## config.mk

```make
export PLATFORM = sky130hd
export DESIGN_NAME = gpt_timer
export DESIGN_NICKNAME = d
export VERILOG_FILES = /design/src/include/gpt_pkg.sv /design/src/rtl/gpt_sync.sv /design/src/rtl/gpt_timer.sv
export SDC_FILE = /design/constraint.sdc
export NUM_CORES = 1
export LEC_CHECK = 0
export BUFFER_PORTS_ARGS = -buffer_cell sky130_fd_sc_hd__clkbuf_2
export CORE_MARGIN = 8
export CORE_UTILIZATION = 40
export DETAILED_ROUTE_END_ITERATION = 8
export GPL_TIMING_DRIVEN = 0
export HOLD_SLACK_MARGIN = 0.02
export SYNTH_ARGS = -nofsm -noshare
export SYNTH_HDL_FRONTEND = slang
export SYNTH_HIERARCHICAL = 1
export SYNTH_SLANG_ARGS = --single-unit
```

## constraint.sdc

```tcl
create_clock -name mclk -period 8.3 [get_ports mclk]
set_input_delay 1.66 -clock mclk [delete_from_list [all_inputs] [get_ports mclk]]
set_output_delay 1.66 -clock mclk [all_outputs]
set_load 0.005 [all_outputs]
```

## src/include/gpt_pkg.sv

```systemverilog
/*
 * package for the general purpose timer: widths, modes, carrier structs.
 * assumes a single timer clock and a synchronous active-high reset.
 */
package gpt_pkg;
  localparam int GPT_PSC_W = 16;
  localparam int GPT_NCH = 4;
  localparam int GPT_SYNC_DEPTH = 3;
  localparam logic [15:0] GPT_PSC_RST = 16'h0000;
  localparam logic [31:0] GPT_ARR_RST = 32'hffff_ffff;
  localparam logic [31:0] GPT_CCR_RST = 32'h0000_0000;
  localparam logic [31:0] GPT_CNT_RST = 32'h0000_0000;

  typedef enum logic [2:0] {
    GPT_CH_OFF,
    GPT_CH_CAPTURE,
    GPT_CH_COMPARE,
    GPT_CH_PWM,
    GPT_CH_ONEPULSE
  } gpt_chmode_e;

  typedef enum logic [1:0] {
    GPT_SRC_INT,
    GPT_SRC_ENCODER,
    GPT_SRC_HALL,
    GPT_SRC_EXTTRIG
  } gpt_src_e;

  // per-channel configuration
  typedef struct packed {
    gpt_chmode_e mode;
    logic cap_fall;
    logic dma_en;
    logic [31:0] cmp;
  } gpt_chcfg_s;

  // timebase configuration
  typedef struct packed {
    logic enable;
    logic down;
    logic wide;
    logic dbg_freeze;
    logic upd_dma_en;
    gpt_src_e src;
    logic [15:0] psc;
    logic [31:0] arr;
  } gpt_tbcfg_s;
endpackage

```

## src/rtl/gpt_sync.sv

```systemverilog
/*
 * three-stage input synchroniser with agreement of stages two and three.
 * assumes the input is asynchronous to mclk.
 */
`timescale 1ns/10ps
module gpt_sync
  import gpt_pkg::*;
(
  // clock and reset
  input wire logic mclk,
  input wire logic srst,
  // data
  input wire logic din,
  output logic dout
);
  logic [2:0] st_reg;
  logic [2:0] st_next;
  logic out_reg;
  logic out_next;

  always_comb begin
    st_next = {st_reg[1:0], din};
    out_next = (st_reg[1] == st_reg[2]) ? st_reg[2] : out_reg;
  end

  always_ff @(posedge mclk) begin
    if (srst) begin
      st_reg <= 3'h0;
      out_reg <= 1'b0;
    end else begin
      st_reg <= st_next;
      out_reg <= out_next;
    end
  end

  assign dout = out_reg;
endmodule

```

## src/rtl/gpt_timer.sv

```systemverilog
/*
 * general purpose timer: prescaler, up/down auto-reload counter, four channels,
 * encoder and hall inputs, timer link, dma requests and debug freeze.
 * assumes configuration is held steady by the surrounding logic.
 */
// Contract
// - wide instance: 32-bit counter, 16-bit prescaler
// - narrow instance: 16-bit counter, same prescaler
// - four channels: capture, compare, pwm, one-pulse
// - own dma request lines
// - quadrature encoder counts position
// - one to four hall sensor inputs
// - trigger in/out links to other timers
// - debug halt freezes counter, except that a hall change still resets it in hall mode
`timescale 1ns/10ps
module gpt_timer
  import gpt_pkg::*;
(
  // clock and reset
  input wire logic mclk,
  input wire logic srst,
  // configuration
  input wire gpt_tbcfg_s tb_cfg,
  input wire gpt_chcfg_s [GPT_NCH-1:0] ch_cfg,
  input wire logic [GPT_NCH-1:0] flag_clr,
  // pins and links
  input wire logic [GPT_NCH-1:0] ch_in,
  input wire logic enc_a,
  input wire logic enc_b,
  input wire logic [3:0] hall_in,
  input wire logic [3:0] hall_en,
  input wire logic trig_in,
  input wire logic dbg_halt,
  // results
  output logic [GPT_NCH-1:0] ch_out,
  output logic [31:0] cnt,
  output logic [GPT_NCH-1:0] ch_flag,
  output logic upd_flag,
  output logic [GPT_NCH-1:0] ch_dma_req,
  output logic upd_dma_req,
  output logic trig_out,
  output logic [31:0] cap_val [GPT_NCH]
);
  // ************
  // input synchronisers
  // ************
  logic [GPT_NCH+6:0] raw;
  logic [GPT_NCH+6:0] syn;
  assign raw = {trig_in, enc_a, enc_b, hall_in, ch_in};

  genvar gi;
  generate
    for (gi = 0; gi < GPT_NCH + 7; gi++) begin : g_sync
      gpt_sync u_sync (
        .mclk(mclk),
        .srst(srst),
        .din(raw[gi]),
        .dout(syn[gi])
      );
    end
  endgenerate

  logic [GPT_NCH-1:0] chs;
  logic [3:0] halls;
  logic enc_as;
  logic enc_bs;
  logic trigs;
  assign chs = syn[GPT_NCH-1:0];
  assign halls = syn[GPT_NCH+3:GPT_NCH] & hall_en;
  assign enc_bs = syn[GPT_NCH+4];
  assign enc_as = syn[GPT_NCH+5];
  assign trigs = syn[GPT_NCH+6];

  // ************
  // timebase
  // ************
  logic [15:0] psc_reg, psc_next;
  logic [31:0] cnt_reg, cnt_next;
  logic [31:0] top;
  logic upd_reg, upd_next;
  logic updp_reg, updp_next;
  logic updd_reg, updd_next;
  logic enca_reg, enca_next;
  logic encb_reg, encb_next;
  logic [3:0] hall_reg, hall_next;
  logic trg_reg, trg_next;
  logic tick;
  logic step;
  logic dir_down;
  logic enc_step;

  // narrow instance clips the reload value to 16 bits
  assign top = tb_cfg.wide ? tb_cfg.arr : {16'h0000, tb_cfg.arr[15:0]};

  always_comb begin
    psc_next = psc_reg;
    cnt_next = cnt_reg;
    upd_next = upd_reg;
    updp_next = 1'b0;
    enca_next = enc_as;
    encb_next = enc_bs;
    hall_next = halls;
    trg_next = trigs;
    tick = 1'b0;
    step = 1'b0;
    dir_down = tb_cfg.down;
    enc_step = (enc_as ^ enca_reg) | (enc_bs ^ encb_reg);
    if (tb_cfg.enable && !(tb_cfg.dbg_freeze && dbg_halt)) begin
      if (psc_reg >= tb_cfg.psc) begin
        psc_next = GPT_PSC_RST;
        tick = 1'b1;
      end else begin
        psc_next = psc_reg + 16'h0001;
      end
    end
    unique case (tb_cfg.src)
      GPT_SRC_INT: step = tick;
      GPT_SRC_ENCODER: begin
        // x4 decoding, direction from phase relation
        step = enc_step && tb_cfg.enable && !(tb_cfg.dbg_freeze && dbg_halt);
        dir_down = (enc_as ^ encb_reg);
      end
      GPT_SRC_HALL: step = tick && (halls == hall_reg);
      GPT_SRC_EXTTRIG: step = tick && trigs && !trg_reg;
    endcase
    if (step) begin
      if (dir_down) begin
        if (cnt_reg == 32'h0000_0000) begin
          cnt_next = top;
          updp_next = 1'b1;
        end else begin
          cnt_next = cnt_reg - 32'h0000_0001;
        end
      end else begin
        if (cnt_reg >= top) begin
          cnt_next = GPT_CNT_RST;
          updp_next = 1'b1;
        end else begin
          cnt_next = cnt_reg + 32'h0000_0001;
        end
      end
    end
    // hall commutation resets the count and flags an update
    if (tb_cfg.src == GPT_SRC_HALL && halls != hall_reg) begin
      cnt_next = GPT_CNT_RST;
      updp_next = 1'b1;
    end
    if (flag_clr == {GPT_NCH{1'b1}}) begin
      upd_next = 1'b0;
    end
    if (updp_next) begin
      upd_next = 1'b1;
    end
    updd_next = updp_next & tb_cfg.upd_dma_en;
  end

  always_ff @(posedge mclk) begin
    if (srst) begin
      psc_reg <= GPT_PSC_RST;
      cnt_reg <= GPT_CNT_RST;
      upd_reg <= 1'b0;
      updp_reg <= 1'b0;
      updd_reg <= 1'b0;
      enca_reg <= 1'b0;
      encb_reg <= 1'b0;
      hall_reg <= 4'h0;
      trg_reg <= 1'b0;
    end else begin
      psc_reg <= psc_next;
      cnt_reg <= cnt_next;
      upd_reg <= upd_next;
      updp_reg <= updp_next;
      updd_reg <= updd_next;
      enca_reg <= enca_next;
      encb_reg <= encb_next;
      hall_reg <= hall_next;
      trg_reg <= trg_next;
    end
  end

  // ************
  // channels
  // ************
  logic [GPT_NCH-1:0] chin_reg, chin_next;
  logic [GPT_NCH-1:0] flag_reg, flag_next;
  logic [GPT_NCH-1:0] out_reg, out_next;
  logic [GPT_NCH-1:0] dreq_reg, dreq_next;
  logic [GPT_NCH-1:0] done_reg, done_next;
  logic [31:0] cap_reg [GPT_NCH];
  logic [31:0] cap_next [GPT_NCH];

  generate
    for (gi = 0; gi < GPT_NCH; gi++) begin : g_ch
      logic edge_hit;
      logic match;
      assign edge_hit = ch_cfg[gi].cap_fall ? (chin_reg[gi] & ~chs[gi]) : (~chin_reg[gi] & chs[gi]);
      assign match = step && (cnt_next == ch_cfg[gi].cmp);
      always_comb begin
        chin_next[gi] = chs[gi];
        cap_next[gi] = cap_reg[gi];
        out_next[gi] = out_reg[gi];
        done_next[gi] = done_reg[gi];
        flag_next[gi] = flag_reg[gi] & ~flag_clr[gi];
        dreq_next[gi] = 1'b0;
        unique case (ch_cfg[gi].mode)
          GPT_CH_OFF: out_next[gi] = 1'b0;
          GPT_CH_CAPTURE: begin
            if (edge_hit) begin
              cap_next[gi] = cnt_reg;
              flag_next[gi] = 1'b1;
              dreq_next[gi] = ch_cfg[gi].dma_en;
            end
          end
          GPT_CH_COMPARE: begin
            if (match) begin
              out_next[gi] = ~out_reg[gi];
              flag_next[gi] = 1'b1;
              dreq_next[gi] = ch_cfg[gi].dma_en;
            end
          end
          GPT_CH_PWM: out_next[gi] = (cnt_next < ch_cfg[gi].cmp);
          GPT_CH_ONEPULSE: begin
            // single pulse from compare to reload, then parked
            if (match && !done_reg[gi]) begin
              out_next[gi] = 1'b1;
              flag_next[gi] = 1'b1;
            end
            if (updp_next && out_reg[gi]) begin
              out_next[gi] = 1'b0;
              done_next[gi] = 1'b1;
            end
          end
          default: out_next[gi] = 1'b0;
        endcase
        if (ch_cfg[gi].mode != GPT_CH_ONEPULSE) begin
          done_next[gi] = 1'b0;
        end
      end
      always_ff @(posedge mclk) begin
        if (srst) begin
          cap_reg[gi] <= GPT_CCR_RST;
        end else begin
          cap_reg[gi] <= cap_next[gi];
        end
      end
    end
  endgenerate

  always_ff @(posedge mclk) begin
    if (srst) begin
      chin_reg <= '0;
      flag_reg <= '0;
      out_reg <= '0;
      dreq_reg <= '0;
      done_reg <= '0;
    end else begin
      chin_reg <= chin_next;
      flag_reg <= flag_next;
      out_reg <= out_next;
      dreq_reg <= dreq_next;
      done_reg <= done_next;
    end
  end

  // ************
  // outputs
  // ************
  assign cnt = cnt_reg;
  assign ch_out = out_reg;
  assign ch_flag = flag_reg;
  assign ch_dma_req = dreq_reg;
  assign upd_flag = upd_reg;
  assign upd_dma_req = updd_reg;
  assign trig_out = updp_reg;
  assign cap_val = cap_reg;

  // ************
  // assertions
  // ************
  a_freeze_holds: assert property (@(posedge mclk) disable iff (srst)
    (tb_cfg.dbg_freeze && dbg_halt && tb_cfg.src == GPT_SRC_INT) |=> $stable(cnt_reg))
    else $error("counter moved while frozen");
  a_narrow_range: assert property (@(posedge mclk) disable iff (srst)
    (!tb_cfg.wide && $stable(tb_cfg) && cnt_reg[31:16] == 16'h0000) |=> cnt_reg[31:16] == 16'h0000)
    else $error("narrow counter exceeded 16 bits");
  a_wrap_reload: assert property (@(posedge mclk) disable iff (srst)
    (step && !dir_down && cnt_reg >= top && tb_cfg.src != GPT_SRC_HALL) |=> cnt_reg == 32'h0 && updp_reg)
    else $error("overflow did not reload");
  a_under_reload: assert property (@(posedge mclk) disable iff (srst)
    (step && dir_down && cnt_reg == 32'h0 && tb_cfg.src != GPT_SRC_HALL) |=> cnt_reg == $past(top))
    else $error("underflow did not reload");
  a_upd_sticky: assert property (@(posedge mclk) disable iff (srst)
    (upd_reg && flag_clr != 4'hf) |=> upd_reg)
    else $error("update flag dropped without clear");
  a_cap_latch: assert property (@(posedge mclk) disable iff (srst)
    (ch_cfg[0].mode == GPT_CH_CAPTURE && g_ch[0].edge_hit) |=> cap_reg[0] == $past(cnt_reg) && flag_reg[0])
    else $error("capture not latched");
  a_cap_dma: assert property (@(posedge mclk) disable iff (srst)
    dreq_reg[0] |-> $past(ch_cfg[0].dma_en))
    else $error("dma request without enable");
  a_trig_link: assert property (@(posedge mclk) disable iff (srst)
    (tb_cfg.src == GPT_SRC_EXTTRIG && !(trigs && !trg_reg)) |=> $stable(cnt_reg))
    else $error("count moved without trigger edge");
  a_pwm_level: assert property (@(posedge mclk) disable iff (srst)
    (ch_cfg[2].mode == GPT_CH_PWM && $stable(ch_cfg[2])) |=> ch_out[2] == (cnt_reg < ch_cfg[2].cmp))
    else $error("pwm level wrong");
  a_enc_idle: assert property (@(posedge mclk) disable iff (srst)
    (tb_cfg.src == GPT_SRC_ENCODER && !enc_step) |=> $stable(cnt_reg))
    else $error("encoder count moved without edge");
  a_hall_reset: assert property (@(posedge mclk) disable iff (srst)
    (tb_cfg.src == GPT_SRC_HALL && halls != hall_reg) |=> cnt_reg == 32'h0)
    else $error("hall change did not restart count");

  c_overflow: cover property (@(posedge mclk) updp_reg && !tb_cfg.down);
  c_capture: cover property (@(posedge mclk) flag_reg[0] && ch_cfg[0].mode == GPT_CH_CAPTURE);
  c_onepulse: cover property (@(posedge mclk) done_reg[3]);
  c_freeze: cover property (@(posedge mclk) dbg_halt && tb_cfg.dbg_freeze && tb_cfg.enable);
endmodule

```

# Word level (Yosys, flattened, before mapping)
# Cells that the tools add are included.
# totals
reg_bits	250
latch_bits	0
ramBits	0
mem_bits_ro	0
output_inout_bits	175
n_memories	0
# op_classes
addsub	3
mul	0
div_mod_pow	0
n_lt_le_gt_ge	6
eq_ne	49
shift	0
n_mux	66
n_bitwise	38
n_reduce_logical	45
# op_table
op	n
32-bit 2-to-1 mux	6
32-bit equality test	4
32-bit < comparator	4
1-bit 2-to-1 mux	46
32-bit by 1-bit adder with 32-bit output (second input constant)	1
32-bit >= comparator	1
32-bit logical NOT	1
32-bit by 1-bit subtractor with 32-bit output (second input constant)	1
3-bit by 2-bit equality test with 1-bit output (second input constant)	8
3-bit inequality test (second input constant)	8
1-bit logical AND	20
1-bit inverter	20
1-bit case mux with 4 select lines	5
16-bit by 1-bit adder with 16-bit output (second input constant)	1
16-bit >= comparator	1
16-bit 2-to-1 mux	1
2-bit AND reduction	8
1-bit AND	13
3-bit by 1-bit equality test with 1-bit output (second input constant)	4
3-bit equality test (second input constant)	4
1-bit case mux with 3 select lines	4
3-bit AND reduction	4
1-bit equality test	11
2-bit inequality test (second input constant)	4
other kinds (13)	27

# Longest topological paths before layout
# depth
ltp_word	15
depth_mapped	22

# Modules after synthesis
# The synthesis kept the hierarchy.
# by_module_without_submodules
mod	n_inst	cells_each	area_per_inst_um2	seq_area_each_um2
gpt_timer	1	1800	14202.4	4124.0
gpt_sync	11	10	112.6	80.1

# Worst setup path after synthesis
# OpenSTA, ideal clock, no wires.
# synth_timing
path_kind	input to register
start	input tb_cfg[52] (netlist bit)
end	register out_reg[0] (netlist: ch_out[0])
setup_ps	115
arrival_time_ps	6123
path_slack_ps	2063
cell_stages	21
path_cell_list	clkbuf_1 -> clkbuf_1 -> nand2_1 -> ha_1 -> a21oi_1 -> o21ai_0 -> a211oi_1 -> and3_1 -> a21oi_1 -> clkbuf_1 -> o21ai_0 -> a222oi_1 -> nor2_1 -> ha_1 -> nand4_1 -> nor4_1 -> nand2_1 -> or3_1 -> o22ai_1 -> o21bai_1 -> a2111oi_0
# synth_via
elab_chain_len	11
# synth_rtl
item	line	text
start: declaration	gpt_timer.sv:23	input wire gpt_tbcfg_s tb_cfg,
32-bit 2-to-1 mux (*)	gpt_timer.sv:93	assign top = tb_cfg.wide ? tb_cfg.arr : {16'h0000, tb_cfg.arr[15:0]};
32-bit >= comparator	gpt_timer.sv:135	if (cnt_reg >= top) begin
32-bit 2-to-1 mux	gpt_timer.sv:135	
32-bit 2-to-1 mux (*)	gpt_timer.sv:127	if (dir_down) begin
32-bit 2-to-1 mux (*)	gpt_timer.sv:126	if (step) begin
32-bit 2-to-1 mux (*)	gpt_timer.sv:144	if (tb_cfg.src == GPT_SRC_HALL && halls != hall_reg) begin
named net cnt_next[21]	gpt_timer.sv:78	logic [31:0] cnt_reg, cnt_next;
parallel branches: the longest is 5 deep, another holds 32-bit < comparator	n/a	
end signal: assignment	gpt_timer.sv:259	out_reg <= out_next;
end: declaration	gpt_timer.sv:186	logic [GPT_NCH-1:0] out_reg, out_next;
# Mark *: on every way through the listed nets, which the timed path passes.
# A chain may end at the register's enable or synchronous reset.

# Worst setup path in the final report
# Same ends and word-level chain as after synthesis.

==> out/summary.txt <==
async set-reset flop share out of synthesis: 0%
via count: 15.6k
worst min path class: reg2reg
Detailed Place HPWL: 49.9 mm
vias in the first global route: 15.7k
#FFs+latches synth: 250
Period minus WS final: 8000 ps
Final TNS setup: 0 ps
area leader, netlist: dfxtp_1
Fin Clk Skew: 20.2 ps
register area share after synthesis: 32.4%
Crit Path Class: in2reg
Clock Pin Slew Worst Setup and Hold Paths: 60 ps
deepest clock path buffer count: 3
gr ovfl total: 0
drt total wl: 61.7 mm
Synth Flop Type: dfxtp_1
fin nets: 2740
setup slack after placement: -372 ps
Worst Setup EP: ch_out[0]
status: finished clean
RSZ-0062 raised after global routing: false
Synthesized Nets: 2314
initial antenna violation count: 5
CTS tree: yes
Slew @ Worst Pin: 1130 ps
placer congestion estimate: 0.915
Chip Width: 212 um
vias per cell: 5.44
Starting Density: 40.2%
Final period util: 96.4%
yosys warns: 6
Post-synth EDFFs: 0
main area contributors after synthesis: dfxtp_1, ha_1, mux2i_1
Post-CTS Setup Bufs: 0
cells on worst reg2reg path: 18
H-tree depth: 1
startpoint type of the worst setup path: primary input
r2r endpoint: ch_out[0]
max reg flops: 128
Std-Cell Rows: 72
Hold Vio Cnt, Final: 0
pin count of the biggest net entering global routing: 48
I/O Pins: 400
RR Startpoint: cnt[0]
clk_lat worst skew: 580 ps
clk sink count: 250
die height: 212 um
Max FO, Critical Path: 10
routed len/inst: 21.5 um
max_slew headroom: 23.7%
layout cell share with drive strength beyond 1: 19.9%
crit path DAT: 8460 ps
Core ar.: 0.0384 mm^2
Power Dens Cells: 145 mW/mm^2
CP Data Required Time: 8750 ps
Slew Viols, Final: 0
average cell area after synthesis: 8.08 um^2
IR drop worst, VDD: 0.000161 V
synthesized area: 0.0154 mm^2
root buffer cell: clkbuf_16
setup ws final: 297 ps
Critical Path End Type: register
Fillers: 3883
post-route ant nets: 0
die footprint: 0.0451 mm^2
area grow syn2layout: 23.1%
Pleak: 9.96 nW
total track usage: 26.3%
Hold WS: 434 ps
Num CTS Buffers: 27
first-pass GRT wire length: 92.0 mm
setup violators final: 0
remaining routing DRC violations: 0
first-pass iteration count of the detailed router: 5
initial DRC count: 1207
R2R setup slack: 1500 ps
synth unique cells: 78
Highest Clock Rate: 125 MHz
Max-Cap Viols: 0
cells after synthesis: 1910
share of the synthesized area in the top cell type: 32.4%
critical path launch point: tb_cfg[52]
PortBufs: 397
==> timing repair <==
item                       in CTS  in global routing
resized for setup               0                  1
hold buffers                    0                  0
setup endpoints to repair       0                  6
==> per-stage QoR <==
| stage | cell area, um^2 | std cells | total power [mW] | util, % |
|---|---|---|---|---|
| after CTS | 19000 | 2872 | 2.77 | 49.5 |
| after detailed placement | 18100 | 2825 | 1.51 | 47.1 |
| after global placement | 18100 | 2825 | 1.51 | 47.1 |
| after floorplan | 15400 | 1910 | 1.38 | - |
| after global routing | 19000 | 2874 | 2.85 | 49.5 |
| final | 19000 | 2875 | 2.75 | 49.5 |
==> layer usage <==
layer | vias to the layer above | part of all wire (%) | routed length (um) | track usage [%]
li1 | 7549 | - | - | -
met1 | 7295 | 42 | 25600 | 32.6
met2 | 663 | 47 | 28900 | 44.8
met3 | 127 | 8.3 | 5130 | 6.13
met4 | 6 | 3.3 | 2030 | 8.35
met5 | - | 0.060 | 37 | 0
==> synth_stat cells, types with 10 or more instances <==
cell	number
nor2_1	275
ha_1	179
nand3_1	43
o31ai_1	13
xnor2_1	10
dfxtp_1	250
nand2_1	117
inv_1	172
a21oi_1	117
clkbuf_1	83
a31oi_1	15
o211ai_1	11
o21ai_1	14
o21ai_0	76
nand4_1	40
a211oi_1	17
nor4_1	14
nor2b_1	60
nand2b_1	19
mux2i_1	114
xor2_1	25
and3_1	25
nor3_1	36
and2_1	10
==> worst min-delay path by stage <==
stage,start,to,slack [ps],cells past startpoint
2_1_floorplan,g_sync[0].u_sync/st_reg[0],g_sync[0].u_sync/st_reg[1],410,1
3_3_place_gp,g_sync[3].u_sync/st_reg[0],g_sync[3].u_sync/st_reg[1],420,1
3_5_place_dp,g_sync[1].u_sync/st_reg[0],g_sync[1].u_sync/st_reg[1],420,1
4_1_cts,g_sync[1].u_sync/st_reg[0],g_sync[1].u_sync/st_reg[1],430,1
5_1_grt,g_sync[9].u_sync/st_reg[0],g_sync[9].u_sync/st_reg[1],460,1
6_report,g_sync[4].u_sync/st_reg[0],g_sync[4].u_sync/st_reg[1],430,1
==> area by class of cell <==
cell class,instances,area [um^2],area share (%)
tap,518,648,3.41
clock buffer,34,732,3.85
sequential,250,5000,26.3
antenna,3,7.51,0.0395
clock inverter,13,183,0.961
multi-input combinational,1392,9430,49.6
inverter,172,646,3.40
buffer,96,367,1.93
timing repair buffer,397,1990,10.5
==> report_power, final <==
part           switching, mW  leakage [nW]  internal (mW)  total (mW)
logic                  0.164          7.49          0.108       0.272
clock network          0.518         0.453          0.748        1.27
registers            0.00668          2.02           1.21        1.22
==> cells in the final DEF (no fill, tap or decap), types with 40 or more instances in the layout <==
| cell | count |
|---|---|
| clkbuf_1 | 87 |
| clkbuf_2 | 397 |
| nand3_1 | 43 |
| inv_1 | 172 |
| nand2_1 | 117 |
| dfxtp_1 | 250 |
| nor2_1 | 275 |
| nand4_1 | 40 |
| o21ai_0 | 76 |
| a21oi_1 | 116 |
| ha_1 | 179 |
| mux2i_1 | 114 |
| nor2b_1 | 60 |
==> logic make-up after synthesis <==
kind of cell,share of synthesized area [%]
AO/OA/AOI/OAI,14.6
flip-flops,32.4
buffers and inverters,6.56
AND/OR/NAND/NOR,22.4
multiplexers,7.54
XOR/XNOR,1.99
adder cells (fa/ha/maj),14.5
==> worst max-delay path, stage by stage <==
cell and delay, ps:
clkbuf_1 400, clkbuf_1 440, nand2_1 200, ha_1 350, a21oi_1 60, o21ai_0 590
a211oi_1 230, and3_1 230, a21oi_2 500, clkbuf_1 470, o21ai_0 160, a222oi_1 600
nor2_1 320, ha_1 380, nand4_1 140, nor4_1 440, nand2_1 220, or3_1 350
o22ai_1 180, o21bai_1 120, a2111oi_0 390
Note: power is estimated with default switching activity, not from simulation.
